==> src/fes_pkg.sv <==
// Constants shared by the flash command sequencer host controller
package fes_pkg;
	// Clock rate and flash bus timing (least times, rounded up to cycles)
	localparam int CLK_MHZ       = 250;
	localparam int T_WE_LOW_NS   = 50;
	localparam int T_ACC_NS      = 90;
	localparam int T_REC_NS      = 30;
	localparam int WE_LOW_CYC    = (T_WE_LOW_NS * CLK_MHZ + 999) / 1000;
	localparam int ACC_CYC       = (T_ACC_NS * CLK_MHZ + 999) / 1000;
	localparam int REC_CYC       = (T_REC_NS * CLK_MHZ + 999) / 1000;
	localparam int SYNC_CYC      = 2;
	// Typical block erase time; the poll timeout allows twice that
	localparam int ERASE_TIME_MS = 1600;
	localparam int POLL_LIMIT_CYC = 2 * ERASE_TIME_MS * CLK_MHZ * 1000;

	// Flash geometry: sixteen 64 KB blocks
	localparam int ADDR_W        = 20;
	localparam int BLOCK_LSB     = 16;

	// Device command codes
	localparam logic [7:0] CMD_READ_ARRAY = 8'hFF;
	localparam logic [7:0] CMD_READ_STAT  = 8'h70;
	localparam logic [7:0] CMD_CLEAR_STAT = 8'h50;
	localparam logic [7:0] CMD_ERASE_SET  = 8'h20;
	localparam logic [7:0] CMD_CONFIRM    = 8'hD0;
	localparam logic [7:0] CMD_SUSPEND    = 8'hB0;
	localparam logic [7:0] CMD_PROG_SET   = 8'h40;

	// Device status bit positions
	localparam int SR_READY      = 7;
	localparam int SR_SUSP       = 6;
	localparam int SR_ERASE_ERR  = 5;
	localparam int SR_PROG_ERR   = 4;
	localparam int SR_SUPPLY_LOW = 3;

	// Host operation codes written to the command register
	localparam logic [2:0] OP_CLEAR  = 3'h1;
	localparam logic [2:0] OP_ERASE  = 3'h2;
	localparam logic [2:0] OP_PROG   = 3'h3;
	localparam logic [2:0] OP_SUSP   = 3'h4;
	localparam logic [2:0] OP_RESUME = 3'h5;
	localparam logic [2:0] OP_RDSTAT = 3'h6;
	localparam logic [2:0] OP_RDARR  = 3'h7;
	localparam int CMD_NOWAIT_BIT = 3;

	// APB register offsets
	localparam logic [7:0] REG_CTRL   = 8'h00;
	localparam logic [7:0] REG_ADDR   = 8'h04;
	localparam logic [7:0] REG_WDATA  = 8'h08;
	localparam logic [7:0] REG_CMD    = 8'h0C;
	localparam logic [7:0] REG_STATUS = 8'h10;
	localparam logic [7:0] REG_RDATA  = 8'h14;
	// Control fields and reset value
	localparam int CTRL_PD_BIT     = 0;
	localparam int CTRL_SUPPLY_BIT = 1;
	localparam logic [1:0] CTRL_RESET = 2'h0;
	// Status fields
	localparam int ST_BUSY = 0;
	localparam int ST_DONE = 1;
	localparam int ST_REFUSED = 2;
	localparam int ST_TIMEOUT = 3;
	localparam int ST_RB = 4;
	localparam int ST_SUPPLY_SEEN = 5;
	localparam int ST_SUSPENDED = 6;
	localparam int ST_ERASING = 7;
	localparam int ST_SR_LSB = 8;
endpackage : fes_pkg

==> src/fes_sync.sv <==
// Two-flop synchroniser for asynchronous pin inputs
`timescale 1ns/1ps
`default_nettype none
module fes_sync #(
	parameter int W = 1
) (
	// Clock and reset
	input  wire logic         clk_i,
	input  wire logic         sys_rst_i,
	// Asynchronous input and synchronised output
	input  wire logic [W-1:0] async_i,
	output logic      [W-1:0] sync_o
);
	logic [W-1:0] meta_ff;

	// First stage feeds only the second stage
	always_ff @(posedge clk_i) begin
		if (sys_rst_i) begin
			meta_ff <= '0;
			sync_o  <= '0;
		end else begin
			meta_ff <= async_i;
			sync_o  <= meta_ff;
		end
	end
endmodule : fes_sync
`default_nettype wire

==> src/fes_flash_cycle.sv <==
// One asynchronous flash bus cycle, read or write
`timescale 1ns/1ps
`default_nettype none
module fes_flash_cycle (
	// Clock and reset
	input  wire logic                      clk_i,
	input  wire logic                      sys_rst_i,
	// Cycle request
	input  wire logic                      start_i,
	input  wire logic                      read_i,
	input  wire logic [fes_pkg::ADDR_W-1:0] addr_i,
	input  wire logic [7:0]                wdata_i,
	output logic                           done_o,
	output logic      [7:0]                rdata_o,
	// Flash pins, data input already synchronised
	input  wire logic [7:0]                dq_sync_i,
	output logic      [fes_pkg::ADDR_W-1:0] addr_o,
	output logic      [7:0]                dq_o,
	output logic                           dq_oe_o,
	output logic                           ce_n_o,
	output logic                           oe_n_o,
	output logic                           we_n_o
);
	import fes_pkg::*;

	typedef enum logic [2:0] {
		FC_IDLE = 3'b001,
		FC_ACT  = 3'b010,
		FC_REC  = 3'b100
	} fes_cyc_state_t;

	fes_cyc_state_t state_ff;
	logic [7:0]     cnt_ff;
	logic           read_ff;

	// Strobe sequencing; a read holds OE long enough to cover the synchroniser
	always_ff @(posedge clk_i) begin
		if (sys_rst_i) begin
			state_ff <= FC_IDLE;
			cnt_ff   <= 8'h00;
			read_ff  <= 1'b0;
			done_o   <= 1'b0;
			ce_n_o   <= 1'b1;
			oe_n_o   <= 1'b1;
			we_n_o   <= 1'b1;
			dq_oe_o  <= 1'b0;
			dq_o     <= 8'h00;
			addr_o   <= '0;
			rdata_o  <= 8'h00;
		end else begin
			done_o <= 1'b0;
			case (state_ff)
				FC_IDLE: begin
					if (start_i) begin
						state_ff <= FC_ACT;
						read_ff  <= read_i;
						addr_o   <= addr_i;
						dq_o     <= wdata_i;
						dq_oe_o  <= !read_i;
						ce_n_o   <= 1'b0;
						oe_n_o   <= !read_i;
						we_n_o   <= read_i;
						cnt_ff   <= read_i ? 8'(ACC_CYC + SYNC_CYC) : 8'(WE_LOW_CYC);
					end
				end
				FC_ACT: begin
					if (cnt_ff <= 8'h01) begin
						// Rising WE latches address and data in the device
						state_ff <= FC_REC;
						ce_n_o   <= 1'b1;
						oe_n_o   <= 1'b1;
						we_n_o   <= 1'b1;
						cnt_ff   <= 8'(REC_CYC);
						if (read_ff) begin
							rdata_o <= dq_sync_i;
						end
					end else begin
						cnt_ff <= cnt_ff - 8'h01;
					end
				end
				FC_REC: begin
					// Data held past the strobe edge, then released
					if (cnt_ff <= 8'h01) begin
						state_ff <= FC_IDLE;
						dq_oe_o  <= 1'b0;
						done_o   <= 1'b1;
					end else begin
						cnt_ff <= cnt_ff - 8'h01;
					end
				end
				default: begin
					state_ff <= FC_IDLE;
				end
			endcase
		end
	end
endmodule : fes_flash_cycle
`default_nettype wire

==> src/fes_host_ctrl.sv <==
// APB-controlled host sequencer for a byte-wide command-driven flash
// Function
// - Op clear issues code 50H to reset the error and supply-low bits.
// - After supply-low is seen, refuse erase and program until status is cleared.
// - Erase issues 20H then D0H, both at an address in the block.
// - While suspended, only read array, read status and resume are issued.
// - Program issues setup 40H then address and data write.
// - FFH returns to array read, but not while the device is busy.
//
// Our own choices: the APB register port and the placing of the registers.
`timescale 1ns/1ps
`default_nettype none
module fes_host_ctrl #(
	parameter int POLL_LIMIT = fes_pkg::POLL_LIMIT_CYC
) (
	// Clock and reset
	input  wire logic                      clk_i,
	input  wire logic                      sys_rst_i,
	// APB slave
	input  wire logic                      psel_i,
	input  wire logic                      penable_i,
	input  wire logic                      pwrite_i,
	input  wire logic [7:0]                paddr_i,
	input  wire logic [31:0]               pwdata_i,
	output logic      [31:0]               prdata_o,
	output logic                           pready_o,
	output logic                           pslverr_o,
	// Flash pins
	output logic      [fes_pkg::ADDR_W-1:0] flash_addr_o,
	output logic      [7:0]                flash_dq_o,
	output logic                           flash_dq_oe_o,
	input  wire logic [7:0]                flash_dq_i,
	output logic                           flash_ce_n_o,
	output logic                           flash_oe_n_o,
	output logic                           flash_we_n_o,
	output logic                           powerdown_reset_n_o,
	output logic                           program_supply_high_o,
	input  wire logic                      ready_busy_n_out_i
);
	import fes_pkg::*;

	typedef enum logic [4:0] {
		S_IDLE = 5'b00001,
		S_CMD1 = 5'b00010,
		S_CMD2 = 5'b00100,
		S_POLL = 5'b01000,
		S_READ = 5'b10000
	} fes_state_t;

	fes_state_t          state_ff;
	logic [1:0]          ctrl_ff;
	logic [ADDR_W-1:0]   addr_ff;
	logic [7:0]          wdata_ff;
	logic [2:0]          op_ff;
	logic [7:0]          cmd1_ff;
	logic [7:0]          cmd2_ff;
	logic                has_cmd2_ff;
	logic                poll_ff;
	logic                issued_ff;
	logic                cyc_start_ff;
	logic [31:0]         poll_cnt_ff;
	logic                done_ff;
	logic                refused_ff;
	logic                timeout_ff;
	logic                supply_seen_ff;
	logic                suspended_ff;
	logic                erasing_ff;
	logic [7:0]          last_sr_ff;
	logic [7:0]          rdata_ff;
	logic                pready_ff;
	logic                pslverr_ff;
	logic [31:0]         prdata_ff;

	logic [8:0]          sync_out;
	logic                rb_sync;
	logic [7:0]          dq_sync;
	logic                cyc_done;
	logic [7:0]          cyc_rdata;
	logic                cyc_read;
	logic [7:0]          cyc_wdata;
	logic                apb_wr;
	logic                cmd_wr;
	logic [2:0]          cmd_op;
	logic                allowed;
	logic                accept;
	logic                finish;
	logic                sr_seen;
	logic [31:0]         status_word;

	assign rb_sync = sync_out[8];
	assign dq_sync = sync_out[7:0];

	// Pin inputs pass the synchroniser before any logic reads them
	fes_sync #(
		.W (9)
	) u_sync (
		.clk_i     (clk_i),
		.sys_rst_i (sys_rst_i),
		.async_i   ({ready_busy_n_out_i, flash_dq_i}),
		.sync_o    (sync_out)
	);

	// Cycle engine drives every flash strobe from its own flops
	fes_flash_cycle u_cycle (
		.clk_i     (clk_i),
		.sys_rst_i (sys_rst_i),
		.start_i   (cyc_start_ff),
		.read_i    (cyc_read),
		.addr_i    (addr_ff),
		.wdata_i   (cyc_wdata),
		.done_o    (cyc_done),
		.rdata_o   (cyc_rdata),
		.dq_sync_i (dq_sync),
		.addr_o    (flash_addr_o),
		.dq_o      (flash_dq_o),
		.dq_oe_o   (flash_dq_oe_o),
		.ce_n_o    (flash_ce_n_o),
		.oe_n_o    (flash_oe_n_o),
		.we_n_o    (flash_we_n_o)
	);

	// APB write commits only at the edge that completes the access
	assign apb_wr = psel_i && penable_i && pready_ff && pwrite_i;
	assign cmd_wr = apb_wr && (paddr_i == REG_CMD);
	assign cmd_op = pwdata_i[2:0];

	// Operation filter against the device's current mode
	always_comb begin
		allowed = 1'b0;
		if (suspended_ff) begin
			allowed = (cmd_op == OP_RDARR) || (cmd_op == OP_RDSTAT) ||
				(cmd_op == OP_RESUME);
		end else if (!rb_sync) begin
			// Busy device: status reads, and suspend of a running erase only
			allowed = (cmd_op == OP_RDSTAT) || (erasing_ff && cmd_op == OP_SUSP);
		end else begin
			case (cmd_op)
				OP_ERASE,
				OP_PROG:   allowed = !supply_seen_ff;
				OP_RESUME,
				OP_SUSP:   allowed = 1'b0;
				3'h0:      allowed = 1'b0;
				default:   allowed = 1'b1;
			endcase
		end
	end

	assign accept = cmd_wr && (state_ff == S_IDLE) && allowed && ctrl_ff[CTRL_PD_BIT] == 1'b0;
	assign cyc_read  = (state_ff == S_POLL) || (state_ff == S_READ);
	assign cyc_wdata = (state_ff == S_CMD2) ? cmd2_ff : cmd1_ff;
	assign finish = cyc_done && (
		(state_ff == S_READ) ||
		(state_ff == S_CMD1 && !has_cmd2_ff && !poll_ff && op_ff < OP_RDSTAT) ||
		(state_ff == S_CMD2 && !poll_ff) ||
		(state_ff == S_POLL && (cyc_rdata[SR_READY] || poll_cnt_ff >= POLL_LIMIT ||
			ctrl_ff[CTRL_PD_BIT])));
	// A read is status data in every mode but array read
	assign sr_seen = cyc_done && ((state_ff == S_POLL) ||
		(state_ff == S_READ && op_ff == OP_RDSTAT));

	// Command decode: one or two writes; erase, program and suspend poll unless no-wait is set, read status and read array add a read
	always_ff @(posedge clk_i) begin
		if (sys_rst_i) begin
			op_ff       <= 3'h0;
			cmd1_ff     <= CMD_READ_ARRAY;
			cmd2_ff     <= CMD_CONFIRM;
			has_cmd2_ff <= 1'b0;
			poll_ff     <= 1'b0;
		end else if (accept) begin
			op_ff       <= cmd_op;
			has_cmd2_ff <= (cmd_op == OP_ERASE) || (cmd_op == OP_PROG);
			poll_ff     <= !pwdata_i[CMD_NOWAIT_BIT] && ((cmd_op == OP_ERASE) ||
				(cmd_op == OP_PROG) || (cmd_op == OP_SUSP));
			cmd2_ff     <= (cmd_op == OP_PROG) ? wdata_ff : CMD_CONFIRM;
			case (cmd_op)
				OP_CLEAR:  cmd1_ff <= CMD_CLEAR_STAT;
				OP_ERASE:  cmd1_ff <= CMD_ERASE_SET;
				OP_PROG:   cmd1_ff <= CMD_PROG_SET;
				OP_SUSP:   cmd1_ff <= CMD_SUSPEND;
				OP_RESUME: cmd1_ff <= CMD_CONFIRM;
				OP_RDSTAT: cmd1_ff <= CMD_READ_STAT;
				default:   cmd1_ff <= CMD_READ_ARRAY;
			endcase
		end
	end

	// Sequencer; each step launches one bus cycle and moves on when it ends, except poll, which reads again until finish
	always_ff @(posedge clk_i) begin
		if (sys_rst_i) begin
			state_ff     <= S_IDLE;
			issued_ff    <= 1'b0;
			cyc_start_ff <= 1'b0;
		end else begin
			cyc_start_ff <= 1'b0;
			if (state_ff != S_IDLE && !issued_ff && !finish) begin
				cyc_start_ff <= 1'b1;
				issued_ff    <= 1'b1;
			end
			if (cyc_done) begin
				issued_ff <= 1'b0;
			end
			case (state_ff)
				S_IDLE: if (accept) state_ff <= S_CMD1;
				S_CMD1: begin
					if (finish) begin
						state_ff <= S_IDLE;
					end else if (cyc_done) begin
						state_ff <= has_cmd2_ff ? S_CMD2 : (poll_ff ? S_POLL : S_READ);
					end
				end
				S_CMD2: if (cyc_done) state_ff <= finish ? S_IDLE : S_POLL;
				S_POLL: if (finish) state_ff <= S_IDLE;
				S_READ: if (finish) state_ff <= S_IDLE;
				default: state_ff <= S_IDLE;
			endcase
		end
	end

	// Poll watchdog, long enough for a full block erase
	always_ff @(posedge clk_i) begin
		if (sys_rst_i || state_ff != S_POLL) begin
			poll_cnt_ff <= 32'h0000_0000;
		end else if (poll_cnt_ff < POLL_LIMIT) begin
			poll_cnt_ff <= poll_cnt_ff + 32'h0000_0001;
		end
	end

	// Device mode tracking from captured status and issued commands
	always_ff @(posedge clk_i) begin
		if (sys_rst_i || ctrl_ff[CTRL_PD_BIT]) begin
			// Powerdown resets the device status, so host copies follow
			last_sr_ff     <= 8'h80;
			supply_seen_ff <= 1'b0;
			suspended_ff   <= 1'b0;
			erasing_ff     <= 1'b0;
		end else begin
			if (accept && cmd_op == OP_ERASE) begin
				erasing_ff <= 1'b1;
			end
			if (accept && cmd_op == OP_RESUME) begin
				suspended_ff <= 1'b0;
			end
			if (finish && op_ff == OP_CLEAR) begin
				supply_seen_ff <= 1'b0;
				last_sr_ff     <= last_sr_ff & 8'hC7;
			end
			if (sr_seen) begin
				last_sr_ff <= cyc_rdata;
				if (cyc_rdata[SR_SUPPLY_LOW]) begin
					supply_seen_ff <= 1'b1;
				end
				if (cyc_rdata[SR_READY]) begin
					suspended_ff <= cyc_rdata[SR_SUSP];
					erasing_ff   <= erasing_ff && cyc_rdata[SR_SUSP];
				end
			end
		end
	end

	// Sticky result flags: a new event wins over a clear in the same cycle
	always_ff @(posedge clk_i) begin
		if (sys_rst_i) begin
			done_ff    <= 1'b0;
			refused_ff <= 1'b0;
			timeout_ff <= 1'b0;
			rdata_ff   <= 8'h00;
		end else begin
			if (apb_wr && paddr_i == REG_STATUS) begin
				done_ff    <= done_ff & !pwdata_i[ST_DONE];
				refused_ff <= refused_ff & !pwdata_i[ST_REFUSED];
				timeout_ff <= timeout_ff & !pwdata_i[ST_TIMEOUT];
			end
			if (finish) begin
				done_ff <= 1'b1;
			end
			if (cmd_wr && !accept) begin
				refused_ff <= 1'b1;
			end
			// Powerdown ends the poll on garbage data, so it always flags an abort
			if (finish && state_ff == S_POLL &&
				!(cyc_rdata[SR_READY] && !ctrl_ff[CTRL_PD_BIT])) begin
				timeout_ff <= 1'b1;
			end
			if (cyc_done && state_ff == S_READ) begin
				rdata_ff <= cyc_rdata;
			end
		end
	end

	// Software-held pin levels and operand registers
	always_ff @(posedge clk_i) begin
		if (sys_rst_i) begin
			ctrl_ff  <= CTRL_RESET;
			addr_ff  <= '0;
			wdata_ff <= 8'h00;
		end else if (apb_wr) begin
			case (paddr_i)
				REG_CTRL:  ctrl_ff  <= pwdata_i[1:0];
				REG_ADDR:  addr_ff  <= pwdata_i[ADDR_W-1:0];
				REG_WDATA: wdata_ff <= pwdata_i[7:0];
				default:   ctrl_ff  <= ctrl_ff;
			endcase
		end
	end

	// Pins straight from flops
	always_ff @(posedge clk_i) begin
		if (sys_rst_i) begin
			powerdown_reset_n_o   <= 1'b1;
			program_supply_high_o <= 1'b0;
		end else begin
			powerdown_reset_n_o   <= !ctrl_ff[CTRL_PD_BIT];
			program_supply_high_o <= ctrl_ff[CTRL_SUPPLY_BIT];
		end
	end

	assign status_word = {16'h0000, last_sr_ff, erasing_ff, suspended_ff, supply_seen_ff,
		rb_sync, timeout_ff, refused_ff, done_ff, state_ff != S_IDLE};

	// APB answer: one wait state, so read data comes from a flop
	always_ff @(posedge clk_i) begin
		if (sys_rst_i) begin
			pready_ff  <= 1'b0;
			pslverr_ff <= 1'b0;
			prdata_ff  <= 32'h0000_0000;
		end else begin
			pready_ff  <= psel_i && penable_i && !pready_ff;
			pslverr_ff <= 1'b0;
			if (psel_i && penable_i && !pready_ff) begin
				pslverr_ff <= paddr_i > REG_RDATA || paddr_i[1:0] != 2'h0;
				case (paddr_i)
					REG_CTRL:   prdata_ff <= {30'h0000_0000, ctrl_ff};
					REG_ADDR:   prdata_ff <= {12'h000, addr_ff};
					REG_WDATA:  prdata_ff <= {24'h00_0000, wdata_ff};
					REG_STATUS: prdata_ff <= status_word;
					REG_RDATA:  prdata_ff <= {24'h00_0000, rdata_ff};
					default:    prdata_ff <= 32'h0000_0000;
				endcase
			end
		end
	end

	assign prdata_o  = prdata_ff;
	assign pready_o  = pready_ff;
	assign pslverr_o = pslverr_ff;
endmodule : fes_host_ctrl
`default_nettype wire

==> config.mk <==
export PLATFORM = sky130hd
export DESIGN_NAME = fes_host_ctrl
export DESIGN_NICKNAME = d
export VERILOG_FILES = /design/src/fes_pkg.sv /design/src/fes_sync.sv /design/src/fes_flash_cycle.sv /design/src/fes_host_ctrl.sv
export SDC_FILE = /design/constraint.sdc
export NUM_CORES = 1
export LEC_CHECK = 0
export BUFFER_PORTS_ARGS = -buffer_cell sky130_fd_sc_hd__buf_2
export CORE_MARGIN = 1.5
export CORE_UTILIZATION = 57
export DETAILED_ROUTE_END_ITERATION = 6
export PLACE_DENSITY_LB_ADDON = 0.15
export SLEW_MARGIN = 25
export SYNTH_ARGS = -nofsm -noshare
export SYNTH_HDL_FRONTEND = slang
export SYNTH_HIERARCHICAL = 1
export SYNTH_SLANG_ARGS = --single-unit
export TNS_END_PERCENT = 5
==> constraint.sdc <==
create_clock -name clk_i -period 3.05 [get_ports clk_i]
set_clock_uncertainty 0.15 [all_clocks]
set_input_delay 0.61 -clock clk_i [delete_from_list [all_inputs] [get_ports clk_i]]
set_output_delay 0.61 -clock clk_i [all_outputs]
set_load 0.01 [all_outputs]
==> impl_metrics.csv <==
group,metric,value,unit
finish,utilization,68.0,%
clock_network,clock_latency,490,ps
clock_network,cts-htree-levels,1,
setup_path,crit_chain,"or3_4 -> or3b_4 -> a211oi_2 -> nand3_2 -> buf_4 -> a211o_1",
yosys,synth-edff-count,0,
setup_path,critPathTopFamily,"simple AND/OR/NAND/NOR gates",
power_and_ir_drop,p_switching,0.00113,W
floorplanning,core-area,14700,um^2
routing,drt-vias-per-instance,5.72,
global_routing,grt_max_degree,52,
power_and_ir_drop,peakVddDrop,0.380,mV
yosys,synth_xor_xnor_area_share,2.92,%
yosys,synth_mux_area_share,2.68,%
floorplanning,io_pins,122,
global_routing,grt_pass1_wl,33900,um
power_and_ir_drop,p_clk_share,47.3,%
routing,wire_per_inst,16.2,um
global_routing,track_usage,25.8,%
setup_path,worstPathArrival,2770,ps
power_and_ir_drop,combPwrFrac,2.6,%
setup_path,cp.required,3280,ps
yosys,synth_top_cells_by_count,"dfxtp_1 (204), nand2_1 (167), a21oi_1 (104), nor2_1 (100), clkbuf_1 (44)",
global_routing,grt_pass1_vias,6757,
sta,drv_slew,0,
floorplanning,die_area,16000,um^2
placement,gp_congestion,0.916,
yosys,ys_types,73,
clock_network,postCtsHoldBufs,0,
clock_network,ctsResizeCount,0,
placement,hpwl,14600,um
sta,clock.fmax,394,MHz
routing,ant_nets,0,
routing,dr_total_vias,7463,
finish,synthToLayoutAreaGrowth,14.9,%
setup_path,endpoint_kind,"flop",
setup_path,critPathSlowestCell,"or3_4",
power_and_ir_drop,p_leak,3.79,nW
setup_path,crit_path_start_kind,"flop",
yosys,synth_top_area_cell,"dfxtp_1",
setup_path,cp_num_buf_inv,1,
global_routing,grt_remaining_overflow,0,
routing,firstDrtPassIters,5,
global_routing,antenna_found_initial,0,
yosys,yosysSeqAreaShare,47.0,%
yosys,async_reset_ff_share,0,%
floorplanning,die_height,127,um
floorplanning,start_util,59.2,%
sta,rsz0062_at_grt,"no",
run_status,run_status,"finished, final reports clean",
clock_network,cts_setup_buffers,0,
routing,drtIter0Drc,515,
sta,worst_pin_slew,652,ps
floorplanning,rows,44,
yosys,synth_compound_area_share,16.0,%
min_path,hp-class,"in -> reg",
yosys,synth-main-ff-cell,"dfxtp_1",
yosys,synth_top_family_by_area,"simple AND/OR/NAND/NOR gates",
yosys,ys_warn_count,6,
power_and_ir_drop,seqPwrFrac,50.1,%
clock_network,cts_tree,"built",
finish,drive_above_1_share,17.0,%
finish,n_antenna_cell,0,
setup_path,cp_slowest_stage_delay,460,ps
power_and_ir_drop,power_density,535,nW/um^2
yosys,synth_top_area_share,47.0,%
yosys,avgSynthCellArea,8.48,um^2
sta,setup_violations,0,
finish,finalNetCount,1164,
finish,instances_no_fill,1304,
yosys,synthesis.area,8700,um^2
sta,timing.final.crit_period,2540,ps
clock_network,cts.sinks,204,
yosys,yosys-top-cells-area,"dfxtp_1 (47%), nand2_1 (7.2%), a21oi_1 (6.0%)",
setup_path,crit_type,"reg -> reg",
routing,wl,21100,um
power_and_ir_drop,power.internal,0.00422,W
sta,finalHoldViolCount,0,
yosys,netlist_instances,1026,
clock_network,path_clk_slew,60,ps
clock_network,cts_buffers,21,
setup_path,worstPathMaxFanout,12,
yosys,synth_seq_cells,204,
yosys,synthSimpleGateAreaFrac,25.8,%
routing,drc,0,
sta,whs,177,ps
placement,io_buffers,97,
clock_network,cts-root-buf,"clkbuf_16",
run,cap_violations,0,
sta,fin_tns_setup,0,ps
sta,fin_crit_sh,83.3,%
yosys,yosysMostFrequentCell,"dfxtp_1",
floorplanning,dieWidth,127,um
clock_network,clock_path_buffers,3,
power_and_ir_drop,switching_share,21.1,%
placement,dp_cells,1267,
sta,slew_headroom,56.2,%
yosys,synth_fa_ha_area_share,0.575,%
routing by layer:
metal,up-vias,global-route usage (%),wire length [um]
li1,3685,-,-
met1,3492,38.1,10100
met2,244,39.3,9340
met3,42,4.18,1190
met4,0,7.10,508
met5,-,0,0
cells by family after synthesis:
family | Yosys count
compound gates | 218
fa+ha+maj | 4
other cells | 1
mux | 23
buf+inv | 94
flops | 204
xor+xnor | 29
simple gates | 453
cell usage in the layout (no fill, tap or decap), types with 9 or more instances in the layout:
master / synthesis / final
a21oi_1: 104 / 104
a22oi_1: 12 / 12
buf_2: 14 / 96
buf_4: 15 / 24
clkbuf_16: 0 / 21
conb_1: 1 / 12
dfxtp_1: 204 / 204
inv_1: 18 / 18
mux2i_1: 21 / 21
nand2_1: 167 / 167
nand2b_1: 10 / 10
nand3_1: 38 / 38
nor2_1: 100 / 100
nor2b_1: 16 / 16
nor3_1: 27 / 27
o21ai_0: 32 / 32
or2_2: 9 / 9
or3_1: 11 / 11
xnor2_1: 24 / 24
state kept, by name, summed over array words and instances (netlist names), 3 cells and up:
| signal | flops |
|---|---|
| u_cycle/dq_o | 8 |
| cmd1_ff | 5 |
| rdata_ff | 8 |
| u_cycle/cnt_ff | 8 |
| addr_ff | 20 |
| last_sr_ff | 8 |
| prdata_o | 20 |
| poll_cnt_ff | 32 |
| wdata_ff | 8 |
| cmd2_ff | 8 |
| u_cycle/addr_o | 20 |
| u_sync/sync_o | 9 |
| u_cycle/state_ff | 3 |
| u_sync/meta_ff | 9 |
| state_ff | 5 |
| op_ff | 3 |
| u_cycle/rdata_o | 8 |
power by group through the flow:
stage | Combinational [W] | Clock [W] | Sequential, W
2_1_floorplan | 0.0000904 | 0 | 0.00274
3_3_place_gp | 0.000136 | 0 | 0.00274
6_report | 0.000138 | 0.00253 | 0.00268
4_1_cts | 0.000138 | 0.00255 | 0.00268
3_5_place_dp | 0.000137 | 0 | 0.00274
5_1_grt | 0.000152 | 0.00267 | 0.00268
layout make-up:
cell class	count	area [um^2]
Fill cell	1254	4710
Multi-Input combinational cell	739	4230
Sequential cell	204	4080
Timing Repair Buffer	122	701
Clock buffer	30	619
Tap cell	184	230
Inverter	18	67.6
Clock inverter	7	62.6
stage by stage:
stage,area [um^2],worst slack (ps),total power [W]
5_1_grt,9990,387,0.00550
3_3_place_gp,9310,236,0.00288
6_report,9990,509,0.00535
4_1_cts,9990,506,0.00537
3_5_place_dp,9310,213,0.00288
2_1_floorplan,8740,545,0.00283
worst paths after layout:
kind / start / to / slack, ps / depth (start not counted)
setup / recovery: state_ff[2] / cmd1_ff[3] / 510 / 6
hold / removal: flash_dq_i[3] / u_sync/meta_ff[3] / 180 / 2
setup reg to reg: state_ff[2] / cmd1_ff[3] / 510 / 6
hold reg to reg: u_sync/meta_ff[3] / u_sync/sync_o[3] / 290 / 1
No activity file was read; power rests on OpenSTA's default activity.
